File: src/core/ttal_pkg.sv
// constants and types shared by the tiled texture address generator
package ttal_pkg;
  localparam int ADDR_W = 32;
  localparam int COORD_W = 12;
  // micro-tile is 64 bytes, sub-tile 1 KB, tile 4 KB
  localparam int UTILE_BYTES_LOG2 = 6;
  localparam int SUBTILE_BYTES_LOG2 = 10;
  localparam int TILE_BYTES_LOG2 = 12;
  // micro-tiles per sub-tile side (4x4 = 16 micro-tiles of 64 bytes)
  localparam int UT_PER_SUB_LOG2 = 2;
  // compressed block is 64 bits, 4x4 pixels
  localparam int CBLK_PIX_LOG2 = 2;
  // default sub-tile order per row parity: index = 2*y + x, values = slot
  localparam logic [7:0] SUB_ORDER_ODD_DEF = 8'hB4;
  localparam logic [7:0] SUB_ORDER_EVEN_DEF = 8'h1E;

  typedef enum logic [2:0]
  {
    TTAL_BPP64 = 3'b000,
    TTAL_BPP32 = 3'b001,
    TTAL_BPP16 = 3'b010,
    TTAL_BPP8 = 3'b011,
    TTAL_BPP4 = 3'b100,
    TTAL_BPP1 = 3'b101,
    TTAL_CMPR = 3'b110
  } ttal_fmt_type;

  typedef enum logic [1:0]
  {
    TTAL_ST_IDLE = 2'b00,
    TTAL_ST_CALC = 2'b01,
    TTAL_ST_DONE = 2'b10
  } ttal_state_type;
endpackage

File: src/core/ttal_utile_geom.sv
// micro-tile geometry lookup per pixel format
module ttal_utile_geom
(
  input wire ttal_pkg::ttal_fmt_type fmt,
  output logic [2:0] ut_w_log2,
  output logic [2:0] ut_h_log2,
  output logic [2:0] pix_bits_log2
)
;
  always_comb
  begin
    // micro-tile width x height
    // depth-dependent shape
    case (fmt)
      ttal_pkg::TTAL_BPP64:
      begin
        ut_w_log2 = 3'h1;
        ut_h_log2 = 3'h2;
        pix_bits_log2 = 3'h6;
      end
      ttal_pkg::TTAL_BPP32:
      begin
        ut_w_log2 = 3'h2;
        ut_h_log2 = 3'h2;
        pix_bits_log2 = 3'h5;
      end
      ttal_pkg::TTAL_BPP16:
      begin
        ut_w_log2 = 3'h3;
        ut_h_log2 = 3'h2;
        pix_bits_log2 = 3'h4;
      end
      ttal_pkg::TTAL_BPP8:
      begin
        ut_w_log2 = 3'h3;
        ut_h_log2 = 3'h3;
        pix_bits_log2 = 3'h3;
      end
      ttal_pkg::TTAL_BPP4:
      begin
        ut_w_log2 = 3'h4;
        ut_h_log2 = 3'h3;
        pix_bits_log2 = 3'h2;
      end
      ttal_pkg::TTAL_BPP1:
      begin
        ut_w_log2 = 3'h5;
        ut_h_log2 = 3'h4;
        pix_bits_log2 = 3'h0;
      end
      // 2x4 compressed blocks of 64 bits
      ttal_pkg::TTAL_CMPR:
      begin
        ut_w_log2 = 3'h1;
        ut_h_log2 = 3'h2;
        pix_bits_log2 = 3'h6;
      end
      default:
      begin
        ut_w_log2 = 3'h2;
        ut_h_log2 = 3'h2;
        pix_bits_log2 = 3'h5;
      end
    endcase
  end
endmodule

File: src/core/ttal_addr_gen.sv
// tiled and linear-tiled texture address generator
// Contract
// - origin is bottom-left; lowest address holds bottom-left pixel
// - every micro-tile occupies exactly 64 bytes
// - micro-tile shape depends on pixel depth
// - pixels inside a micro-tile stored row by row
// - compressed micro-tile is 2x4 blocks of 4x4 pixels
// - tiles are 4 KB made of four 1 KB sub-tiles
// - at 32 bpp sub-tile is 16x16, tile 32x32 pixels
// - tiles serpentine: odd rows left to right, even right to left
// - tiled images padded to whole tiles; strides assumed padded
// - sub-tile is a sequence of contiguous micro-tiles
// - micro-tiles in a sub-tile in raster order
// - linear-tiled layout stores micro-tiles raster across the image
// - serves texture lookup and tile buffer stores in both layouts
module ttal_addr_gen
#(
  parameter logic [7:0] SUB_ORDER_ODD = ttal_pkg::SUB_ORDER_ODD_DEF,
  parameter logic [7:0] SUB_ORDER_EVEN = ttal_pkg::SUB_ORDER_EVEN_DEF
)
(
  input wire logic core_clk,
  input wire logic srst,
  input wire logic req_valid,
  input wire logic req_linear,
  input wire ttal_pkg::ttal_fmt_type req_fmt,
  input wire logic [ttal_pkg::COORD_W-1:0] req_x,
  input wire logic [ttal_pkg::COORD_W-1:0] req_y,
  input wire logic [ttal_pkg::COORD_W-1:0] req_width,
  input wire logic [ttal_pkg::ADDR_W-1:0] req_base,
  output logic req_ready,
  output logic addr_valid,
  output logic [ttal_pkg::ADDR_W-1:0] addr_byte,
  output logic [5:0] addr_bit
);
  localparam int AW = ttal_pkg::ADDR_W;
  localparam int CW = ttal_pkg::COORD_W;

  ttal_pkg::ttal_state_type state_q, state_d;
  logic linear_q, linear_d;
  ttal_pkg::ttal_fmt_type fmt_q, fmt_d;
  logic [CW-1:0] x_q, x_d, y_q, y_d, w_q, w_d;
  logic [AW-1:0] base_q, base_d;
  logic rdy_q, rdy_d, val_q, val_d;
  logic [AW-1:0] addr_q, addr_d;
  logic [5:0] bit_q, bit_d;

  logic [2:0] ut_w_log2, ut_h_log2, pix_bits_log2;

  ttal_utile_geom u_geom
  (
    .fmt(fmt_q),
    .ut_w_log2(ut_w_log2),
    .ut_h_log2(ut_h_log2),
    .pix_bits_log2(pix_bits_log2)
  );

  // working coordinates; compressed formats address 4x4 blocks
  logic [CW-1:0] ex, ey, ew;
  logic [CW-1:0] ut_x, ut_y, in_x, in_y, ut_cols;
  logic [CW-1:0] sub_x, sub_y, tile_x, tile_y, tiles_wide;
  logic [1:0] sub_idx, sub_slot;
  logic [CW-1:0] tile_col;
  logic [AW-1:0] pix_off_bits, ut_index, ut_off, tile_index;
  logic [AW-1:0] calc_byte;
  logic odd_row;

  always_comb
  begin
    if (fmt_q == ttal_pkg::TTAL_CMPR)
    begin
      ex = x_q >> ttal_pkg::CBLK_PIX_LOG2;
      ey = y_q >> ttal_pkg::CBLK_PIX_LOG2;
      ew = w_q >> ttal_pkg::CBLK_PIX_LOG2;
    end
    else
    begin
      ex = x_q;
      ey = y_q;
      ew = w_q;
    end
    // y counts upward from the bottom row
    ut_x = ex >> ut_w_log2;
    ut_y = ey >> ut_h_log2;
    in_x = ex & ((CW'(1) << ut_w_log2) - CW'(1));
    in_y = ey & ((CW'(1) << ut_h_log2) - CW'(1));
    ut_cols = ew >> ut_w_log2;
    pix_off_bits = ((AW'(in_y) << ut_w_log2) + AW'(in_x)) << pix_bits_log2;
    // sub-tile is 4x4 micro-tiles, each contiguous
    // raster order of micro-tiles in a sub-tile
    ut_off = AW'({ut_y[1:0], ut_x[1:0]});
    sub_x = ut_x >> ttal_pkg::UT_PER_SUB_LOG2;
    sub_y = ut_y >> ttal_pkg::UT_PER_SUB_LOG2;
    tile_x = sub_x >> 1;
    tile_y = sub_y >> 1;
    // width taken as padded to whole tiles
    tiles_wide = ut_cols >> (ttal_pkg::UT_PER_SUB_LOG2 + 1);
    // bottom tile row (index 0) counts as odd
    odd_row = ~tile_y[0];
    tile_col = odd_row ? tile_x : (tiles_wide - CW'(1) - tile_x);
    tile_index = AW'(tile_y) * AW'(tiles_wide) + AW'(tile_col);
    sub_idx = {sub_y[0], sub_x[0]};
    sub_slot = odd_row ? SUB_ORDER_ODD[2*sub_idx +: 2]
                       : SUB_ORDER_EVEN[2*sub_idx +: 2];
    // linear-tiled: micro-tiles raster over the whole image
    ut_index = AW'(ut_y) * AW'(ut_cols) + AW'(ut_x);
    // four 1 KB sub-tiles per 4 KB tile
    // geometry gives 16x16 and 32x32 at 32 bpp
    if (linear_q)
      calc_byte = (ut_index << ttal_pkg::UTILE_BYTES_LOG2)
                + (pix_off_bits >> 3);
    else
      calc_byte = (tile_index << ttal_pkg::TILE_BYTES_LOG2)
                + (AW'(sub_slot) << ttal_pkg::SUBTILE_BYTES_LOG2)
                + (ut_off << ttal_pkg::UTILE_BYTES_LOG2)
                + (pix_off_bits >> 3);
  end

  always_comb
  begin
    state_d = state_q;
    linear_d = linear_q;
    fmt_d = fmt_q;
    x_d = x_q;
    y_d = y_q;
    w_d = w_q;
    base_d = base_q;
    rdy_d = rdy_q;
    val_d = 1'b0;
    addr_d = addr_q;
    bit_d = bit_q;
    case (state_q)
      ttal_pkg::TTAL_ST_IDLE:
      begin
        rdy_d = 1'b1;
        // one request port shared by lookup and store clients
        if (req_valid && rdy_q)
        begin
          linear_d = req_linear;
          fmt_d = req_fmt;
          x_d = req_x;
          y_d = req_y;
          w_d = req_width;
          base_d = req_base;
          rdy_d = 1'b0;
          state_d = ttal_pkg::TTAL_ST_CALC;
        end
      end
      ttal_pkg::TTAL_ST_CALC:
      begin
        addr_d = base_q + calc_byte;
        bit_d = 6'(pix_off_bits[2:0]);
        val_d = 1'b1;
        state_d = ttal_pkg::TTAL_ST_DONE;
      end
      ttal_pkg::TTAL_ST_DONE:
      begin
        rdy_d = 1'b1;
        state_d = ttal_pkg::TTAL_ST_IDLE;
      end
      default:
      begin
        rdy_d = 1'b0;
        state_d = ttal_pkg::TTAL_ST_IDLE;
      end
    endcase
  end

  always_ff @(posedge core_clk)
  begin
    if (srst)
    begin
      state_q <= ttal_pkg::TTAL_ST_IDLE;
      linear_q <= 1'b0;
      fmt_q <= ttal_pkg::TTAL_BPP32;
      x_q <= '0;
      y_q <= '0;
      w_q <= '0;
      base_q <= '0;
      rdy_q <= 1'b0;
      val_q <= 1'b0;
      addr_q <= '0;
      bit_q <= '0;
    end
    else
    begin
      state_q <= state_d;
      linear_q <= linear_d;
      fmt_q <= fmt_d;
      x_q <= x_d;
      y_q <= y_d;
      w_q <= w_d;
      base_q <= base_d;
      rdy_q <= rdy_d;
      val_q <= val_d;
      addr_q <= addr_d;
      bit_q <= bit_d;
    end
  end

  assign req_ready = rdy_q;
  assign addr_valid = val_q;
  assign addr_byte = addr_q;
  assign addr_bit = bit_q;

  a_origin_base: assert property (@(posedge core_clk) disable iff (srst)
    (req_valid && req_ready && req_x == '0 && req_y == '0)
    |-> ##2 addr_valid && addr_byte == $past(req_base, 2))
    else $error("origin pixel not at base address");
  // micro-tile size in linear layout at 32 bpp
  a_utile_step: assert property (@(posedge core_clk) disable iff (srst)
    (req_valid && req_ready && req_linear
     && req_fmt == ttal_pkg::TTAL_BPP32 && req_x == 12'h004
     && req_y == '0)
    |-> ##2 addr_byte == $past(req_base, 2) + 32'h40)
    else $error("next micro-tile not 64 bytes on");
  // row step inside a micro-tile at 32 bpp
  a_row_step: assert property (@(posedge core_clk) disable iff (srst)
    (req_valid && req_ready && req_fmt == ttal_pkg::TTAL_BPP32
     && req_x == '0 && req_y == 12'h001)
    |-> ##2 addr_byte == $past(req_base, 2) + 32'h10)
    else $error("row step inside micro-tile wrong");
  // raster micro-tile order in tiled layout
  a_utile_raster: assert property (@(posedge core_clk) disable iff (srst)
    (req_valid && req_ready && !req_linear
     && req_fmt == ttal_pkg::TTAL_BPP32 && req_x == '0
     && req_y == 12'h004 && req_width == 12'h020)
    |-> ##2 addr_byte - $past(req_base, 2) == 32'h100)
    else $error("micro-tile raster order wrong");
  a_answer_two: assert property (@(posedge core_clk) disable iff (srst)
    (req_valid && req_ready) |=> !req_ready
      ##1 (addr_valid && !req_ready))
    else $error("answer not two cycles after request");
  a_valid_pulse: assert property (@(posedge core_clk) disable iff (srst)
    addr_valid |=> !addr_valid)
    else $error("answer valid longer than one cycle");
  a_ready_back: assert property (@(posedge core_clk) disable iff (srst)
    addr_valid |=> req_ready)
    else $error("ready not back after answer");
  a_reset_quiet: assert property (@(posedge core_clk)
    srst |=> !addr_valid && !req_ready)
    else $error("outputs active right after reset");
  // byte-sized depths carry no bit offset
  a_bit_aligned: assert property (@(posedge core_clk) disable iff (srst)
    (addr_valid && fmt_q != ttal_pkg::TTAL_BPP4
     && fmt_q != ttal_pkg::TTAL_BPP1) |-> addr_bit == '0)
    else $error("bit offset set for byte-sized pixel");
  // next tile along a row is 4 KB on
  a_tile_next: assert property (@(posedge core_clk) disable iff (srst)
    (req_valid && req_ready && !req_linear
     && req_fmt == ttal_pkg::TTAL_BPP32 && req_x == 12'h020
     && req_y == '0 && req_width == 12'h040)
    |-> ##2 addr_byte - $past(req_base, 2) == 32'h1000)
    else $error("next tile not 4 KB on");
  // second sub-tile of an odd row
  a_sub_next: assert property (@(posedge core_clk) disable iff (srst)
    (req_valid && req_ready && !req_linear
     && req_fmt == ttal_pkg::TTAL_BPP32 && req_x == 12'h010
     && req_y == '0 && req_width == 12'h040)
    |-> ##2 addr_byte - $past(req_base, 2) == 32'h400)
    else $error("odd-row sub-tile order wrong");
  a_linear_row: assert property (@(posedge core_clk) disable iff (srst)
    (req_valid && req_ready && req_linear
     && req_fmt == ttal_pkg::TTAL_BPP32 && req_x == '0
     && req_y == 12'h004 && req_width == 12'h040)
    |-> ##2 addr_byte - $past(req_base, 2) == 32'h400)
    else $error("linear-tiled row step wrong");
  // third tile row walks left to right again
  a_odd_two: assert property (@(posedge core_clk) disable iff (srst)
    (req_valid && req_ready && !req_linear
     && req_fmt == ttal_pkg::TTAL_BPP32 && req_x == '0
     && req_y == 12'h040 && req_width == 12'h040)
    |-> ##2 addr_byte - $past(req_base, 2) == 32'h4000)
    else $error("third tile row not left to right");
  // even tile row starts at right end
  a_serp_even: assert property (@(posedge core_clk) disable iff (srst)
    (req_valid && req_ready && !req_linear
     && req_fmt == ttal_pkg::TTAL_BPP32 && req_x == '0
     && req_y == 12'h020 && req_width == 12'h040)
    |-> ##2 addr_byte - $past(req_base, 2) == 32'h3800)
    else $error("even tile row not walked right to left");
  a_cmpr_block: assert property (@(posedge core_clk) disable iff (srst)
    (req_valid && req_ready && req_linear
     && req_fmt == ttal_pkg::TTAL_CMPR && req_x == 12'h004
     && req_y == '0)
    |-> ##2 addr_byte == $past(req_base, 2) + 32'h8)
    else $error("compressed block not 8 bytes on");

  c_tiled: cover property (@(posedge core_clk) disable iff (srst)
    req_valid && req_ready && !req_linear ##2 addr_valid);
  c_linear: cover property (@(posedge core_clk) disable iff (srst)
    req_valid && req_ready && req_linear ##2 addr_valid);
  c_cmpr: cover property (@(posedge core_clk) disable iff (srst)
    req_valid && req_ready && req_fmt == ttal_pkg::TTAL_CMPR);
  // upper tile rows and sub-byte pixels
  c_upper_row: cover property (@(posedge core_clk) disable iff (srst)
    req_valid && req_ready && !req_linear && req_y >= 12'h020);
  c_subpix: cover property (@(posedge core_clk) disable iff (srst)
    addr_valid && addr_bit != '0);
endmodule

File: config.mk
export PLATFORM = sky130hd
export DESIGN_NAME = ttal_addr_gen
export DESIGN_NICKNAME = d
export VERILOG_FILES = /design/src/core/ttal_pkg.sv /design/src/core/ttal_utile_geom.sv /design/src/core/ttal_addr_gen.sv
export SDC_FILE = /design/constraint.sdc
export NUM_CORES = 1
export LEC_CHECK = 0
export ABC_AREA = 1
export BUFFER_PORTS_ARGS = -buffer_cell sky130_fd_sc_hd__buf_2
export CAP_MARGIN = 20
export CORE_UTILIZATION = 30
export CTS_CLUSTER_SIZE = 30
export DETAILED_ROUTE_END_ITERATION = 8
export REMOVE_ABC_BUFFERS = 1
export SLEW_MARGIN = 30
export SYNTH_ARGS = -nofsm -noshare
export SYNTH_HDL_FRONTEND = slang
export SYNTH_SLANG_ARGS = --single-unit
File: constraint.sdc
create_clock -name core_clk -period 7.9 [get_ports core_clk]
set_input_delay 1.58 -clock core_clk [delete_from_list [all_inputs] [get_ports core_clk]]
set_output_delay 1.58 -clock core_clk [all_outputs]
set_load 0.05 [all_outputs]
==> run metrics <==
slowest CP cell fa_1; largest net degree at the start of global routing 46; failing checks negative setup slack; Slew HR 0.444; worst vdd ir 0.313 mV; Area contributors post-synth fa_1 (15%), ha_1 (14%), nand2_1 (13%); CTS HTree Levels 3; hold path depth 2; min cycle time layout 8.56 ns; CTS tree yes; RR Endpoint addr_byte[31]$_SDFFE_PP0P_; Fin Hold WS about 0.48 ns; hold path startpoint addr_bit[2]$_SDFFE_PP0P_; die area 0.0607 mm²; biggest area consumer among synthesized cells fa_1; global-route track usage on met1 0.235; clock share of power 0.055; port buffer count 111; Via density approximately 4.6; cell count after synthesis 2704; setup violators final 17; setup ws final -0.663 ns; commonest non-fill, non-tap cell in the layout nand2_1; CTS root buf clkbuf_16; Placement Setup Slack -1.40 ns; diodes inserted 0; CP Data Arrival Time between 8 and 9 ns; first-pass GRT wire length 94.2 mm; RSZ-0062 raised after global routing yes; busiest grt layer met2; Cell Pwr Density about 330 mW/mm²; Sw Ratio 0.487; period utilization 1.08; total CTS buffers 9; met2 Use GR 0.354; post-route ant nets 0; vias between 15000 and 20000; Yosys top cell area share 0.154; EDFF count, synth 0; post-route total power a little under 0.009 W; Net Sw Power ~0.0042 W; combinational group share of total power 0.875; number of global-route vias before repair between 15000 and 20000; Async SR Flop Fraction 0; final-report hold violation count 0; Worst Skew ~0.016 ns; DRT Wirelength around 59 mm; Final Max Tran Viols 0; critical-path maximum fanout 7; grt ovf 0; reg-to-reg startpoint fmt_q[2]$_SDFFE_PP0P_; Reg power frac 0.070; Syn. warnings 0; most frequent cells in the layout nand2_1 (558), buf_4 (536), inv_1 (457), nor2_1 (201), o21ai_0 (169); area of the mapped netlist around 0.018 mm²; die height 246 µm; Max Cap Viol 0; hold endpoint addr_bit[2]$_SDFFE_PP0P_; Die W around 250 µm; Clk pin slew, worst setup/hold paths 0.08 ns; CP bufs+invs 16; Filler cells 6026; # rows approximately 90; Most used DFF post-synth dfxtp_1; CP startpoint kind register; CP required slightly above 8 ns; initial antenna violation count 0; CP Class register to register; Leakage roughly 14 nW; reg2reg setup slack -0.66 ns; share of layout cells above drive strength 1 0.324; met3 Use GR 0.0223; Worst Max-Slew Pin Slew about 0.83 ns; peak per-stage delay on the critical path roughly 0.55 ns; most frequent CP cell buf_6; Internal Power ~0.0044 W; crit path capture type register; Boundary Pins roughly 120; final core utilization 0.440; maximum root-to-sink buffer count 2; synthesis-to-finish area growth 45.0%; drt first pass iters 5; initial core utilization 0.304; # DRC 0; Hold Crit Class register to register; Final TNS setup -7.16 ns; Fmax ~120 MHz; register area share after synthesis 0.124; Synth cell types 60; number of nets in the layout roughly 3800; hold_buf cts 0; post-DP HPWL roughly 50 mm; Placer Congestion about 0.92; crit-path leading delay family adder cells; #FFs+latches synth roughly 110; status finished with violations; DRT iter0 DRCs between 900 and 1000; post-DR wirelength/cell between 10 and 15 µm; TritonCTS Sinks 111; GRT Total Usage 0.194; Mean Syn Cell Area about 6.6 µm²; cell count of the worst reg-to-reg path between 50 and 60; Worst-Skew Late Latency roughly 0.4 ns; core area around 0.06 mm²
-- routing by layer --
| metal | part of all wire | wire length (µm) |
|---|---|---|
| met5 | 0 | 0 |
| met4 | 0.027 | 1600 |
| met3 | 0.040 | 2360 |
| met2 | 0.49 | 29000 |
| met1 | 0.44 | 26000 |
-- repair_timing --
item | CTS | global route
pin swaps | 123 | 165
cloned | 2 | 0
resized for setup | 259 | 231
buffers inserted | 55 | 37
setup endpoints to repair | 19 | 20
-- worst max path at each step --
stage                                startpoint                    endpoint  cells after the start
after detailed placement  fmt_q[2]$_SDFFE_PP0P_  addr_byte[31]$_SDFFE_PP0P_                     49
after floorplan           fmt_q[1]$_SDFFE_PP0P_  addr_byte[30]$_SDFFE_PP0P_                     48
after global placement    fmt_q[1]$_SDFFE_PP0P_  addr_byte[31]$_SDFFE_PP0P_                     49
after global routing      fmt_q[0]$_SDFFE_PP1P_  addr_byte[30]$_SDFFE_PP0P_                     50
after CTS                 fmt_q[2]$_SDFFE_PP0P_  addr_byte[30]$_SDFFE_PP0P_                     52
final                     fmt_q[2]$_SDFFE_PP0P_  addr_byte[31]$_SDFFE_PP0P_                     52
-- cells in the mapped netlist (16+ instances only) --
master,instances
o21bai_1,16
nor3_1,17
o211ai_1,19
clkbuf_1,40
o21ai_0,222
fa_1,138
a21oi_1,157
ha_1,195
xnor2_1,27
nand3_1,98
or2_2,16
nand2_1,629
inv_1,491
nor2_1,258
a22o_1,42
nand4_1,21
xor2_1,53
dfxtp_1,111
-- cell families (layout without fill, tap and decap cells) --
logic type,after synthesis,count (layout),synth area share
AO/OA/AOI/OAI,520,520,0.168
XOR/XNOR,80,80,0.0391
adder cells (fa/ha/maj),333,333,0.290
buffers and inverters,568,1212,0.123
flip-flops,111,111,0.124
multiplexers,8,8,0.00447
other,2,64,0.000419
AND/OR/NAND/NOR,1082,1083,0.251
-- state kept, by name (all words and copies together), names as in the netlist --
register / cells
base_q: 32
fmt_q: 3
y_q: 12
state_q: 2
addr_bit: 3
x_q: 12
w_q: 12
addr_valid: 1
addr_byte: 32
linear_q: 1
req_ready: 1
-- worst min-delay path: cells and delay by family (launching register included) --
kind,cells,cell delay [ns]
AO/OA/AOI/OAI,1,0.06
flip-flops,1,0.32
AND/OR/NAND/NOR,1,0.06
-- final cells by class --
class	instances	area (µm²)	area share
Clock buffer	9	225	0.00867
Multi-Input combinational cell	2088	15400	0.593
Clock inverter	7	81.3	0.00313
Tap cell	773	967	0.0372
Timing Repair Buffer	690	5150	0.198
Inverter	506	1930	0.0742
Sequential cell	111	2230	0.0858
-- stage by stage --
step / instance area [µm²] / std cells
floorplan: 17900 / 2704
global placement: 23200 / 4079
detailed placement: 23200 / 4079
CTS: 24800 / 4152
global route: 26000 / 4184
finish: 26000 / 4184
-- power groups by stage --
stage / Sequential [W] / Clock, W / Combinational (W)
floorplan: 0.000659 / 0 / 0.00327
global placement: 0.000622 / 0 / 0.00591
detailed placement: 0.000622 / 0 / 0.00594
CTS: 0.000610 / 0.000496 / 0.00672
global route: 0.000615 / 0.000510 / 0.00834
finish: 0.000611 / 0.000478 / 0.00759
Power figures use the tool's default switching activity.
